--- src/cell_pkg.sv ---
// Package with constants, layouts and types for the adaptive logic cell
package cell_pkg;

  // Register byte offsets
  localparam logic [7:0] MODE_OFS      = 8'h00;
  localparam logic [7:0] LUT_TOP_LO    = 8'h04;
  localparam logic [7:0] LUT_TOP_HI    = 8'h08;
  localparam logic [7:0] LUT_BOT_LO    = 8'h0c;
  localparam logic [7:0] LUT_BOT_HI    = 8'h10;
  localparam logic [7:0] FLOP_TOP_OFS  = 8'h14;
  localparam logic [7:0] FLOP_BOT_OFS  = 8'h18;
  localparam logic [7:0] OUT_CFG_OFS   = 8'h1c;
  localparam logic [7:0] STATUS_OFS    = 8'h20;

  // Flop configuration field positions
  localparam int FC_SRC_LSB   = 0;
  localparam int FC_PACK_LSB  = 2;
  localparam int FC_GATE_LSB  = 4;
  localparam int FC_ACLR_BIT  = 6;
  localparam int FC_SCLR_BIT  = 7;
  localparam int FC_SLOAD_BIT = 8;
  localparam int FC_FB_BIT    = 9;
  localparam int FC_WIDTH     = 10;

  // Reset values
  localparam logic [2:0]  MODE_RST     = 3'h0;
  localparam logic [63:0] LUT_RST      = 64'h0;
  localparam logic [9:0]  FLOP_CFG_RST = 10'h000;
  localparam logic [3:0]  OUT_CFG_RST  = 4'h0;

  // AXI responses
  localparam logic [1:0] RESP_OKAY   = 2'h0;
  localparam logic [1:0] RESP_SLVERR = 2'h2;
  localparam logic [1:0] RESP_DECERR = 2'h3;

  typedef enum logic [2:0] {MODE_NORMAL, MODE_EXTENDED, MODE_ARITH, MODE_SHARED, MODE_LUTREG} mode_t;
  typedef enum logic [1:0] {SRC_LUT, SRC_PACK, SRC_CHAIN, SRC_HOLD} flop_src_t;
  typedef enum logic [1:0] {PACK_LOWER_E, PACK_LOWER_F, PACK_UPPER_F, PACK_UPPER_E} pack_lane_t;

endpackage

--- src/adaptive_logic_cell.sv ---
// Adaptive logic cell: two LUT halves, two flops, output drivers, AXI4-Lite config
`timescale 1ns/100ps
module adaptive_logic_cell
(
  input  wire logic        i_clk_sys,            // System clock, 40 MHz
  input  wire logic        i_rst_n,              // Async reset, active low
  input  wire logic        i_fabric_run,         // High while cluster clocks run
  input  wire logic        i_data_a,             // Shared input a
  input  wire logic        i_data_b,             // Shared input b
  input  wire logic        i_data_c,             // Shared input c
  input  wire logic        i_data_d,             // Shared input d
  input  wire logic        i_lower_sel_e,        // Lower half e input
  input  wire logic        i_lower_sel_f,        // Lower half f input
  input  wire logic        i_upper_sel_e,        // Upper half e input
  input  wire logic        i_upper_sel_f,        // Upper half f input
  input  wire logic        i_carry_in,           // Carry chain in
  input  wire logic        i_share_in,           // Shared arithmetic chain in
  input  wire logic        i_chain_in,           // Register chain in
  input  wire logic [2:0]  i_cluster_clock_gate, // Cluster clock enables a..c
  input  wire logic [1:0]  i_cluster_async_clear,// Cluster async clears a, b
  input  wire logic        i_sync_clear,         // Cluster sync clear
  input  wire logic        i_sync_load,          // Cluster sync load
  input  wire logic [1:0]  i_sync_data,          // Alternate load data, top/bottom
  output logic             o_top_route0,         // Top set routed output 0 / local
  output logic             o_top_route1,         // Top set routed output 1
  output logic             o_top_local,          // Top set local output
  output logic             o_bot_route0,         // Bottom set routed output 0 / local
  output logic             o_bot_route1,         // Bottom set routed output 1
  output logic             o_bot_local,          // Bottom set local output
  output logic             o_chain_out,          // Register chain out
  output logic             o_carry_out,          // Carry chain out
  output logic             o_share_out,          // Shared chain out
  input  wire logic [7:0]  i_s_axi_awaddr,       // Write address
  input  wire logic        i_s_axi_awvalid,      // Write address valid
  output logic             o_s_axi_awready,      // Write address ready
  input  wire logic [31:0] i_s_axi_wdata,        // Write data
  input  wire logic [3:0]  i_s_axi_wstrb,        // Write strobes
  input  wire logic        i_s_axi_wvalid,       // Write data valid
  output logic             o_s_axi_wready,       // Write data ready
  output logic [1:0]       o_s_axi_bresp,        // Write response
  output logic             o_s_axi_bvalid,       // Write response valid
  input  wire logic        i_s_axi_bready,       // Write response ready
  input  wire logic [7:0]  i_s_axi_araddr,       // Read address
  input  wire logic        i_s_axi_arvalid,      // Read address valid
  output logic             o_s_axi_arready,      // Read address ready
  output logic [31:0]      o_s_axi_rdata,        // Read data
  output logic [1:0]       o_s_axi_rresp,        // Read response
  output logic             o_s_axi_rvalid,       // Read data valid
  input  wire logic        i_s_axi_rready        // Read data ready
);
  import cell_pkg::*;

  // Reset synchroniser; only the second stage is used
  logic rst_meta_n;
  logic rst_sync_n;
  always_ff @(posedge i_clk_sys or negedge i_rst_n)
  begin
    if (!i_rst_n)
    begin
      rst_meta_n <= 1'b0;
      rst_sync_n <= 1'b0;
    end
    else
    begin
      rst_meta_n <= 1'b1;
      rst_sync_n <= rst_meta_n;
    end
  end

  // Configuration state
  mode_t                mode, next_mode;
  logic [63:0]          lut_top, next_lut_top;
  logic [63:0]          lut_bot, next_lut_bot;
  logic [FC_WIDTH-1:0]  flop_cfg [2];
  logic [FC_WIDTH-1:0]  next_flop_cfg [2];
  logic [3:0]           out_cfg, next_out_cfg;
  // Bus state
  logic                 aw_held, next_aw_held;
  logic                 w_held, next_w_held;
  logic [7:0]           aw_addr, next_aw_addr;
  logic [31:0]          w_data, next_w_data;
  logic [3:0]           w_strb, next_w_strb;
  logic                 bvalid, next_bvalid;
  logic [1:0]           bresp, next_bresp;
  logic                 rvalid, next_rvalid;
  logic [1:0]           rresp, next_rresp;
  logic [31:0]          rdata, next_rdata;
  logic [31:0]          status;

  // Bytes of a word merged under the strobes
  function automatic logic [31:0] merge(input logic [31:0] old, input logic [31:0] nw, input logic [3:0] strb);
    logic [31:0] res;
    res = old;
    for (int b = 0; b < 4; b++)
    begin
      if (strb[b])
        res[b*8 +: 8] = nw[b*8 +: 8];
    end
    return res;
  endfunction

  assign o_s_axi_awready = !aw_held && !bvalid;
  assign o_s_axi_wready  = !w_held && !bvalid;
  assign o_s_axi_bvalid  = bvalid;
  assign o_s_axi_bresp   = bresp;
  assign o_s_axi_arready = !rvalid;
  assign o_s_axi_rvalid  = rvalid;
  assign o_s_axi_rresp   = rresp;
  assign o_s_axi_rdata   = rdata;

  // Write path: address and data taken in either order, then one response.
  // Writes are refused with SLVERR while the fabric runs, so the cell never
  // sees its function change under a live clock.
  always_comb
  begin
    logic [31:0] cur;
    cur           = 32'h0;
    next_aw_held  = aw_held;
    next_w_held   = w_held;
    next_aw_addr  = aw_addr;
    next_w_data   = w_data;
    next_w_strb   = w_strb;
    next_bvalid   = bvalid;
    next_bresp    = bresp;
    next_mode     = mode;
    next_lut_top  = lut_top;
    next_lut_bot  = lut_bot;
    next_flop_cfg = flop_cfg;
    next_out_cfg  = out_cfg;
    if (i_s_axi_awvalid && o_s_axi_awready)
    begin
      next_aw_held = 1'b1;
      next_aw_addr = i_s_axi_awaddr;
    end
    if (i_s_axi_wvalid && o_s_axi_wready)
    begin
      next_w_held = 1'b1;
      next_w_data = i_s_axi_wdata;
      next_w_strb = i_s_axi_wstrb;
    end
    if (bvalid && i_s_axi_bready)
      next_bvalid = 1'b0;
    if (aw_held && w_held)
    begin
      next_aw_held = 1'b0;
      next_w_held  = 1'b0;
      next_bvalid  = 1'b1;
      next_bresp   = RESP_OKAY;
      if (i_fabric_run)
        next_bresp = RESP_SLVERR;
      else
      begin
        unique case (aw_addr)
          MODE_OFS:
          begin
            cur       = merge({29'h0, mode}, w_data, w_strb);
            next_mode = mode_t'(cur[2:0]);
          end
          LUT_TOP_LO: next_lut_top[31:0]  = merge(lut_top[31:0], w_data, w_strb);
          LUT_TOP_HI: next_lut_top[63:32] = merge(lut_top[63:32], w_data, w_strb);
          LUT_BOT_LO: next_lut_bot[31:0]  = merge(lut_bot[31:0], w_data, w_strb);
          LUT_BOT_HI: next_lut_bot[63:32] = merge(lut_bot[63:32], w_data, w_strb);
          FLOP_TOP_OFS:
          begin
            cur              = merge({22'h0, flop_cfg[0]}, w_data, w_strb);
            next_flop_cfg[0] = cur[FC_WIDTH-1:0];
          end
          FLOP_BOT_OFS:
          begin
            cur              = merge({22'h0, flop_cfg[1]}, w_data, w_strb);
            next_flop_cfg[1] = cur[FC_WIDTH-1:0];
          end
          OUT_CFG_OFS:
          begin
            cur          = merge({28'h0, out_cfg}, w_data, w_strb);
            next_out_cfg = cur[3:0];
          end
          STATUS_OFS: next_bresp = RESP_SLVERR; // Read-only
          default:    next_bresp = RESP_DECERR;
        endcase
      end
    end
  end

  // Write path registers
  always_ff @(posedge i_clk_sys or negedge rst_sync_n)
  begin
    if (!rst_sync_n)
    begin
      aw_held  <= 1'b0;
      w_held   <= 1'b0;
      aw_addr  <= 8'h00;
      w_data   <= 32'h0;
      w_strb   <= 4'h0;
      bvalid   <= 1'b0;
      bresp    <= RESP_OKAY;
      mode     <= mode_t'(MODE_RST);
      lut_top  <= LUT_RST;
      lut_bot  <= LUT_RST;
      flop_cfg <= '{FLOP_CFG_RST, FLOP_CFG_RST};
      out_cfg  <= OUT_CFG_RST;
    end
    else
    begin
      aw_held  <= next_aw_held;
      w_held   <= next_w_held;
      aw_addr  <= next_aw_addr;
      w_data   <= next_w_data;
      w_strb   <= next_w_strb;
      bvalid   <= next_bvalid;
      bresp    <= next_bresp;
      mode     <= next_mode;
      lut_top  <= next_lut_top;
      lut_bot  <= next_lut_bot;
      flop_cfg <= next_flop_cfg;
      out_cfg  <= next_out_cfg;
    end
  end

  // Read path: answer one cycle after the address is taken
  always_comb
  begin
    next_rvalid = rvalid;
    next_rresp  = rresp;
    next_rdata  = rdata;
    if (rvalid && i_s_axi_rready)
      next_rvalid = 1'b0;
    if (i_s_axi_arvalid && o_s_axi_arready)
    begin
      next_rvalid = 1'b1;
      next_rresp  = RESP_OKAY;
      unique case (i_s_axi_araddr)
        MODE_OFS:     next_rdata = {29'h0, mode};
        LUT_TOP_LO:   next_rdata = lut_top[31:0];
        LUT_TOP_HI:   next_rdata = lut_top[63:32];
        LUT_BOT_LO:   next_rdata = lut_bot[31:0];
        LUT_BOT_HI:   next_rdata = lut_bot[63:32];
        FLOP_TOP_OFS: next_rdata = {22'h0, flop_cfg[0]};
        FLOP_BOT_OFS: next_rdata = {22'h0, flop_cfg[1]};
        OUT_CFG_OFS:  next_rdata = {28'h0, out_cfg};
        STATUS_OFS:   next_rdata = status;
        default:
        begin
          next_rdata = 32'h0;
          next_rresp = RESP_DECERR;
        end
      endcase
    end
  end

  // Read path registers
  always_ff @(posedge i_clk_sys or negedge rst_sync_n)
  begin
    if (!rst_sync_n)
    begin
      rvalid <= 1'b0;
      rresp  <= RESP_OKAY;
      rdata  <= 32'h0;
    end
    else
    begin
      rvalid <= next_rvalid;
      rresp  <= next_rresp;
      rdata  <= next_rdata;
    end
  end

  // Datapath: look-up halves, flops and output drivers
  logic       normal_m, ext_m;
  logic [1:0] q, next_q;      // Flop contents
  logic [1:0] q_eff;          // Flop outputs with async clear applied
  logic [1:0] aclr_hit, gate_hit, pack_d, lut_res;
  logic       top_f, bot_f, ext_top5, ext_bot5;
  logic [2:0] cfg_err;

  assign normal_m = (mode == MODE_NORMAL);
  assign ext_m    = (mode == MODE_EXTENDED);

  // Feedback lets a flop drive its own half's f input, packing it with its fan-out
  assign top_f = flop_cfg[0][FC_FB_BIT] ? q_eff[0] : i_lower_sel_f;
  assign bot_f = flop_cfg[1][FC_FB_BIT] ? q_eff[1] : i_upper_sel_f;

  // Extended mode: two five-input halves over a..d, picked by the lower f input
  assign ext_top5 = lut_top[{i_lower_sel_e, i_data_d, i_data_c, i_data_b, i_data_a}];
  assign ext_bot5 = lut_bot[{i_upper_sel_e, i_data_d, i_data_c, i_data_b, i_data_a}];

  // Normal mode: each half is a six-input table; smaller functions are
  // table contents that ignore inputs, so a/b sharing is by construction
  always_comb
  begin
    lut_res = 2'b00;
    if (normal_m)
    begin
      lut_res[0] = lut_top[{top_f, i_lower_sel_e, i_data_d, i_data_c, i_data_b, i_data_a}];
      lut_res[1] = lut_bot[{bot_f, i_upper_sel_e, i_data_d, i_data_c, i_data_b, i_data_a}];
    end
    else if (ext_m)
      lut_res[0] = i_lower_sel_f ? ext_bot5 : ext_top5;
  end

  // Per-flop control; the same loop serves both halves
  for (genvar i = 0; i < 2; i++)
  begin : g_flop
    pack_lane_t lane;
    flop_src_t  src;
    assign lane        = pack_lane_t'(flop_cfg[i][FC_PACK_LSB +: 2]);
    assign src         = flop_src_t'(flop_cfg[i][FC_SRC_LSB +: 2]);
    assign aclr_hit[i] = i_cluster_async_clear[flop_cfg[i][FC_ACLR_BIT]];
    assign gate_hit[i] = (flop_cfg[i][FC_GATE_LSB +: 2] == 2'h3) ? 1'b0
                         : i_cluster_clock_gate[flop_cfg[i][FC_GATE_LSB +: 2]];
    assign q_eff[i]    = q[i] && !aclr_hit[i];

    // Packing lane picks a spare cell input as plain flop data
    always_comb
    begin
      unique case (lane)
        PACK_LOWER_E: pack_d[i] = i_lower_sel_e;
        PACK_LOWER_F: pack_d[i] = i_lower_sel_f;
        PACK_UPPER_F: pack_d[i] = i_upper_sel_f;
        PACK_UPPER_E: pack_d[i] = i_upper_sel_e;
      endcase
    end

    // Priority: async clear, bottom clear in extended mode, then sync clear, sync load, data; only the last three gated by enable
    always_comb
    begin
      next_q[i] = q[i];
      if (aclr_hit[i])
        next_q[i] = 1'b0;
      else if (i == 1 && ext_m)
        next_q[i] = 1'b0;
      else if (gate_hit[i])
      begin
        if (flop_cfg[i][FC_SCLR_BIT] && i_sync_clear)
          next_q[i] = 1'b0;
        else if (flop_cfg[i][FC_SLOAD_BIT] && i_sync_load)
          next_q[i] = i_sync_data[i];
        else
        begin
          unique case (src)
            SRC_LUT:   next_q[i] = lut_res[i];
            SRC_PACK:  next_q[i] = pack_d[i];
            SRC_CHAIN: next_q[i] = (i == 0) ? i_chain_in : q[0];
            SRC_HOLD:  next_q[i] = q[i];
          endcase
        end
      end
    end
  end

  // The two flops of the cell
  always_ff @(posedge i_clk_sys or negedge rst_sync_n)
  begin
    if (!rst_sync_n)
      q <= 2'b00;
    else
      q <= next_q;
  end

  // Output drivers: per set, route0 and route1 pick logic result or flop,
  // local follows route0. Bypass is combinational by design.
  assign o_top_route0 = out_cfg[0] ? q_eff[0] : lut_res[0];
  assign o_top_route1 = out_cfg[1] ? q_eff[0] : lut_res[0];
  assign o_top_local  = o_top_route0;
  assign o_bot_route0 = out_cfg[2] ? q_eff[1] : lut_res[1];
  assign o_bot_route1 = out_cfg[3] ? q_eff[1] : lut_res[1];
  assign o_bot_local  = o_bot_route0;
  assign o_chain_out  = q_eff[1];
  // Arithmetic datapaths are not built; chains pass through untouched
  assign o_carry_out  = i_carry_in;
  assign o_share_out  = i_share_in;

  // Configuration checks visible to software
  assign cfg_err[0] = !(normal_m || ext_m);
  assign cfg_err[1] = ext_m && (out_cfg[2] || out_cfg[3]);
  assign cfg_err[2] = ((flop_cfg[0][FC_PACK_LSB +: 2] == 2'h2) || (flop_cfg[1][FC_PACK_LSB +: 2] == 2'h2))
                      && ((normal_m && flop_cfg[1][FC_SRC_LSB +: 2] == 2'h0)
                          || (ext_m && flop_cfg[0][FC_SRC_LSB +: 2] == 2'h0));
  assign status = {24'h0, i_fabric_run, cfg_err, lut_res, q_eff};

  // Checks
  chk_aclr_wins: assert property (@(posedge i_clk_sys) disable iff (!rst_sync_n)
    aclr_hit[0] |=> !q[0]) else $error("top flop not cleared by async clear");
  chk_gate_holds: assert property (@(posedge i_clk_sys) disable iff (!rst_sync_n)
    !gate_hit[0] && !aclr_hit[0] |=> q[0] == $past(q[0])) else $error("top flop moved while gated");
  chk_sclr_first: assert property (@(posedge i_clk_sys) disable iff (!rst_sync_n)
    gate_hit[1] && !aclr_hit[1] && flop_cfg[1][FC_SCLR_BIT] && i_sync_clear |=> !q[1])
    else $error("sync clear ignored");
  chk_sload_data: assert property (@(posedge i_clk_sys) disable iff (!rst_sync_n)
    gate_hit[0] && !aclr_hit[0] && !(flop_cfg[0][FC_SCLR_BIT] && i_sync_clear)
    && flop_cfg[0][FC_SLOAD_BIT] && i_sync_load |=> q[0] == $past(i_sync_data[0]))
    else $error("sync load data not captured");
  chk_lut_capture: assert property (@(posedge i_clk_sys) disable iff (!rst_sync_n)
    gate_hit[0] && !aclr_hit[0] && !i_sync_clear && !i_sync_load && flop_cfg[0][1:0] == 2'h0
    |=> q[0] == $past(lut_res[0])) else $error("top flop missed logic result");
  chk_bypass_comb: assert property (@(posedge i_clk_sys) disable iff (!rst_sync_n)
    !out_cfg[0] |-> o_top_route0 == lut_res[0] && o_top_local == o_top_route0)
    else $error("bypass output wrong");
  chk_both_versions: assert property (@(posedge i_clk_sys) disable iff (!rst_sync_n)
    out_cfg[3:2] == 2'b01 |-> o_bot_route0 == q_eff[1] && o_bot_route1 == lut_res[1])
    else $error("registered and unregistered not both shown");
  chk_ext_bottom: assert property (@(posedge i_clk_sys) disable iff (!rst_sync_n)
    ext_m [*2] |-> !q[1] && !lut_res[1]) else $error("bottom half active in extended mode");
  chk_cfg_static: assert property (@(posedge i_clk_sys) disable iff (!rst_sync_n)
    i_fabric_run && aw_held && w_held |=> bvalid && bresp == RESP_SLVERR && $stable(lut_top) && $stable(mode))
    else $error("configuration changed while running");
  chk_ext_mux: assert property (@(posedge i_clk_sys) disable iff (!rst_sync_n)
    ext_m && i_lower_sel_f |-> lut_res[0] == ext_bot5) else $error("extended mux select wrong");
  cov_write_ok:  cover property (@(posedge i_clk_sys) bvalid && bresp == RESP_OKAY);
  cov_sload:     cover property (@(posedge i_clk_sys) gate_hit[0] && i_sync_load ##1 q[0]);
  cov_extended:  cover property (@(posedge i_clk_sys) ext_m && lut_res[0]);
  cov_feedback:  cover property (@(posedge i_clk_sys) flop_cfg[0][FC_FB_BIT] && q[0] && lut_res[0]);

endmodule

--- config.mk ---
export PLATFORM = sky130hd
export DESIGN_NAME = adaptive_logic_cell
export DESIGN_NICKNAME = d
export VERILOG_FILES = /design/src/cell_pkg.sv /design/src/adaptive_logic_cell.sv
export SDC_FILE = /design/constraint.sdc
export NUM_CORES = 1
export LEC_CHECK = 0
export ABC_CLOCK_PERIOD_IN_PS = 7800
export BUFFER_PORTS_ARGS = -buffer_cell sky130_fd_sc_hd__buf_2
export CAP_MARGIN = 0
export CORE_MARGIN = 2
export CORE_UTILIZATION = 40
export DETAILED_ROUTE_END_ITERATION = 16
export RECOVER_POWER = 50
export SLEW_MARGIN = 25
export SYNTH_ARGS = -nofsm -noshare
export SYNTH_HDL_FRONTEND = slang
export SYNTH_SLANG_ARGS = --single-unit
export TNS_END_PERCENT = 10
--- constraint.sdc ---
create_clock -name i_clk_sys -period 7.8 [get_ports i_clk_sys]
set_clock_uncertainty 0.05 [all_clocks]
set_input_delay 0.78 -clock i_clk_sys [delete_from_list [all_inputs] [get_ports i_clk_sys]]
set_output_delay 0.78 -clock i_clk_sys [all_outputs]
set_load 0.01 [all_outputs]
## After elaboration in Yosys (flattened, before gate mapping)

Index checks and enable logic that the tools add are counted.

- Flip-flop bits (word level): 243
- Input bits: 80

- $lt $le $gt $ge: 8
- Eq/ne operators: 33
- Multiplexer cells: 53
- Bitwise operators: 1
- Reduce and logical (&&, ||, !) cells: 68

Operator list:

| cell | number |
|---|---|
| 32-bit one-hot mux with 9 select lines | 1 |
| 4-bit AND reduction | 22 |
| 8-bit by 5-bit equality test with 1-bit output (second input constant) | 8 |
| 1-bit two-way mux | 39 |
| 8-bit by 4-bit equality test with 1-bit output (second input constant) | 4 |
| 2-bit equality test (second input constant) | 10 |
| 1-bit logical AND | 18 |
| 8-bit by 3-bit equality test with 1-bit output (second input constant) | 2 |
| 8-bit by 6-bit equality test with 1-bit output (second input constant) | 2 |
| 8-bit logical NOT | 2 |
| 5-bit by 7-bit < comparator with 1-bit output (second input constant) | 2 |
| 6-bit by 7-bit < comparator with 1-bit output (second input constant) | 2 |
| 1-bit binary-select mux with 6-bit select | 2 |
| 1-bit binary-select mux with 5-bit select | 2 |
| 2-bit nonzero test | 5 |
| 9-bit OR reduction | 1 |
| 2-bit by 1-bit equality test with 1-bit output (second input constant) | 4 |
| 2-bit logical NOT | 4 |
| 1-bit one-hot mux with 4 select lines | 2 |
| 8-bit OR reduction | 1 |
| 1-bit logical NOT | 7 |
| 2-bit by 3-bit < comparator with 1-bit output (second input constant) | 2 |
| 1-bit one-hot mux with 3 select lines | 2 |
| 5-bit inequality test (second input constant) | 1 |
| 11 further kinds | 18 |

## Depth between registers and ports, before layout

- Word-level depth: 14
- Mapped depth: 10
- Gate-level depth less buffers: 7

## Least setup slack after synthesis

No wires, ideal clock.

- Kind: input -> output
- Start point: input i_upper_sel_e
- End point: output o_bot_route0
- Arrival time: 2.521 ns
- Required time: 6.970 ns
- Setup slack: 4.449 ns
- Stages on the path: 7
- Cell sequence: clkbuf_1 -> mux4_2 -> o2111ai_1 -> nand4_1 -> a22oi_1 -> mux2i_1 -> buf_4

- Word-level cells in the longest chain between the ends: 4

Ends and longest elaborated chain:

| item | line | source |
|---|---|---|
| start, declared | adaptive_logic_cell.sv:14 | `input wire logic i_upper_sel_e,` |
| 1-bit binary-select mux with 6-bit select | adaptive_logic_cell.sv:295 | `lut_res[1] = lut_bot[{bot_f, i_upper_sel_e, i_data_d, i_data_c, i_data_b, i_data_a}];` |
| 1-bit two-way mux (implied by the code) | adaptive_logic_cell.sv:295 |  |
| 1-bit two-way mux | adaptive_logic_cell.sv:292 | `if (normal_m)` |
| 1-bit two-way mux | adaptive_logic_cell.sv:365 | `assign o_bot_route0 = out_cfg[2] ? q_eff[1] : lut_res[1];` |
| end, declared | adaptive_logic_cell.sv:27 | `output logic o_bot_route0,` |

Every way passes these cells. The select of a mux whose other input is x is not followed.

## Final worst setup path

- Start point: input i_data_b
- End point: output o_bot_route0

- Word-level cells in the longest chain between the ends: 4

Ends and longest elaborated chain:

| item | line | source |
|---|---|---|
| start, declared | adaptive_logic_cell.sv:9 | `input wire logic i_data_b,` |
| 1-bit binary-select mux with 6-bit select | adaptive_logic_cell.sv:295 |  |
| 1-bit two-way mux (implied by the code) | adaptive_logic_cell.sv:295 |  |
| 1-bit two-way mux | adaptive_logic_cell.sv:292 |  |
| 1-bit two-way mux | adaptive_logic_cell.sv:365 |  |

Every way passes these cells. The select of a mux whose other input is x is not followed.

==> flow_summary.toml <==
[layout]
final_cell_mix = "dfrtp_1 (242), mux2_1 (156), nand2_1 (106), buf_2 (82), mux2i_1 (59)"
antennaDiodeCount = 0
syn_to_final_growth_pct = 14.4
mostFrequentLayoutCell = "dfrtp_1"
drive_gt1_share_pct = 18.7
nets = 1176
fill_cells = 2760

[floorplanning]
initial_utilization_pct = 40.5
die_w_um = 177
rows = 63
dieHeight_um = 177
die-area_sq_mm = 0.0314
coreArea_sq_mm = 0.0296
boundaryPins = 130

[worst_setup_path]
end_kind = "output port"
startpoint = "i_data_b"
cp.required_ns = 6.97
rr_startpoint = "rst_sync_n$_DFF_PN0_"
critical_path.max_fanout = 27
reg2reg_depth = 2
r2r_setup_slack_ns = 3.37
critPathLaunchType = "primary input"
endpoint = "o_bot_route0"
r2r_end = "o_s_axi_rdata[10]$_DFFE_PN0P_"
critPathKind = "primary input to output port"
arrival_ns = 3.91

[synth]
synth-edff-count = 0
synth_xor_area_share_pct = 0
synth_adder_area_share_pct = 0.835
synth_ff_type = "dfrtp_1"
yosysWarningCount = 0
synthSimpleGateAreaFrac_pct = 8.96
netlist_area_sq_mm = 0.0120
synth-seq-area-share_pct = 50.5
synth-compound-area-share_pct = 9.90
avgSynthCellArea_sq_um = 12.3
synth_top_family_by_area = "multiplexers"
ys_ff_latch = 242
synth.area.mux_share_pct = 26.7
async_flop_share_pct = 100
synth_cell_types = 64
postSynthCellCount = 977
synth_fp_nets = 1065

[cts]
cts_tree = "done"
h-tree-depth = 1
clock_path_buffers = 3
clk_pin_slew_ns = 0.06
cts_resized = 0
clockRootBuffer = "clkbuf_16"
cts_num_sinks = 242
cts-buffers-inserted = 27
post_cts_buffers = 0
clk_latency_ns = 0.54

[placed_design]
place.gp.congestion = 0.886
portBuffers = 125
dp_hpwl_um = 25100
dpl_worst_slack_ns = 3.02

[detailed_routing]
routed-via-count = 8516
drtIter0Drc = 780
wirelength_um = 34600
wl_per_cell_um = 23.1
drc = 0
via_per_inst = 5.69
drtPass1Iterations = 7
ant_nets = 0

[power]
p_seq_share_pct = 48.9
internal_power_mw = 2.42
swShare_pct = 28.5
power.total_mw = 3.38
clockPowerShare_pct = 37.7
worst_ir_drop_vdd_mv = 0.191
power.share.combinational_pct = 13.4
p_leak_nw = 6.52
p_switching_uw = 961
powerDensity_mw_per_mm2 = 246

[timing]
maxSlewViolCount = 106
setup_tns_ns = 0
period_minus_slack_ns = 4.74
setup_violations = 0
tightest_slew_ns = 3.70
rsz0062_at_grt = "false"
fin_ws_ns = 3.06
max_freq_mhz = 211
finalHoldViolCount = 0
slew_headroom_pct = -146
finalCritPeriodShare_pct = 60.8

[global_routing]
grt.total_usage_pct = 22.4
grt-ovfl-total = 0
grt_pass1_vias = 8582
antenna_found_initial = 0
grt_start_max_net_pins = 80
grt_pass1_wl_um = 53700

[worst_hold_path]
hold_class = "flop to flop"

[run_status]
violations = "max-capacitance violations, max-slew violations"
status = "complete, but fails checks"

[job]
maxCapViolCount = 2
==> how the worst min path moves through the flow <==
stage | startpoint | to | slack [ns] | cells past startpoint
finish | rst_meta_n$_DFF_PN0_ | rst_sync_n$_DFF_PN0_ | 0.30 | 0
global placement | rst_sync_n$_DFF_PN0_ | w_data[26]$_DFFE_PN0P_ | 0.17 | 0
CTS | rst_sync_n$_DFF_PN0_ | w_data[26]$_DFFE_PN0P_ | 0.17 | 0
global route | rst_meta_n$_DFF_PN0_ | rst_sync_n$_DFF_PN0_ | 0.32 | 0
floorplan | rst_meta_n$_DFF_PN0_ | rst_sync_n$_DFF_PN0_ | 0.28 | 0
detailed placement | rst_sync_n$_DFF_PN0_ | w_data[26]$_DFFE_PN0P_ | 0.17 | 0
==> sequential cells by signal, indices dropped and copies added (netlist names), 4 cells and up <==
register       flops
aw_addr            8
flop_cfg          20
lut_bot           64
lut_top           64
o_s_axi_rdata     32
out_cfg            4
w_data            32
w_strb             4
==> logic make-up after synthesis <==
group,count (synthesis)
other cells,1
mux,276
buf+inv,67
compound gates,162
fa+ha+maj,8
flops,242
simple gates,221
==> critical path, cell delays in order <==
cell and delay [ns]:
buf_2 0.61, buf_4 0.56, mux4_2 0.57, o211ai_1 0.17
nand4_1 0.16, a22oi_1 0.63, mux2i_1 0.20, buf_2 0.19
==> synthesized netlist by cell type (17+ instances only) <==
master    instances  share of area, %
dfrtp_1         242                51
mux2i_1          59               4.9
a21oi_1          17              0.71
mux2_2           46               4.3
a22oi_1          36               2.3
o21ai_1          17              0.71
nand3_1          28               1.2
nand2_1         106               3.3
mux2_1          156                15
a22o_1           33               2.4
clkbuf_1         20              0.63
nor2_1           27              0.85
==> timing repair <==
item,in CTS,in global routing
setup endpoints to repair,0,0
hold buffers,1,0
hold endpoints to repair,2,0
==> area by class of cell <==
cell class	count	area [sq um]	area share, %
clock buffers	39	821	5.99
clock inverters	9	78.8	0.575
inverters	15	56.3	0.411
multi-input cells	668	5560	40.6
flip-flops and latches	242	6060	44.2
well taps	390	488	3.56
repair buffers	134	646	4.71
==> power groups by stage <==
stage	clock network [mW]	logic (mW)	registers (mW)
floorplan	0	0.331	1.58
global placement	0	0.443	1.67
detailed placement	0	0.453	1.68
CTS	1.30	0.455	1.65
global route	1.35	0.502	1.69
finish	1.27	0.451	1.65
==> metrics by stage <==
step | utilization [%] | std cells | hold slack (ns) | cell area, sq um
after CTS | 46.6 | 1497 | 0.174 | 13800
after global placement | 43.5 | 1448 | 0.166 | 12900
final | 46.4 | 1497 | 0.298 | 13700
after global routing | 46.4 | 1497 | 0.320 | 13700
after detailed placement | 43.5 | 1448 | 0.168 | 12900
after floorplan | - | 977 | 0.281 | 12000
==> per-layer routing <==
| metal | routed length (um) | vias to the layer above | global-route usage, % |
|---|---|---|---|
| met1 | 16500 | 4352 | 33.4 |
| li1 | - | 3826 | - |
| met2 | 15300 | 291 | 34.4 |
| met5 | 0 | - | 0 |
| met4 | 596 | 0 | 4.79 |
| met3 | 2110 | 47 | 3.29 |
(Power assumes the default switching activity.)
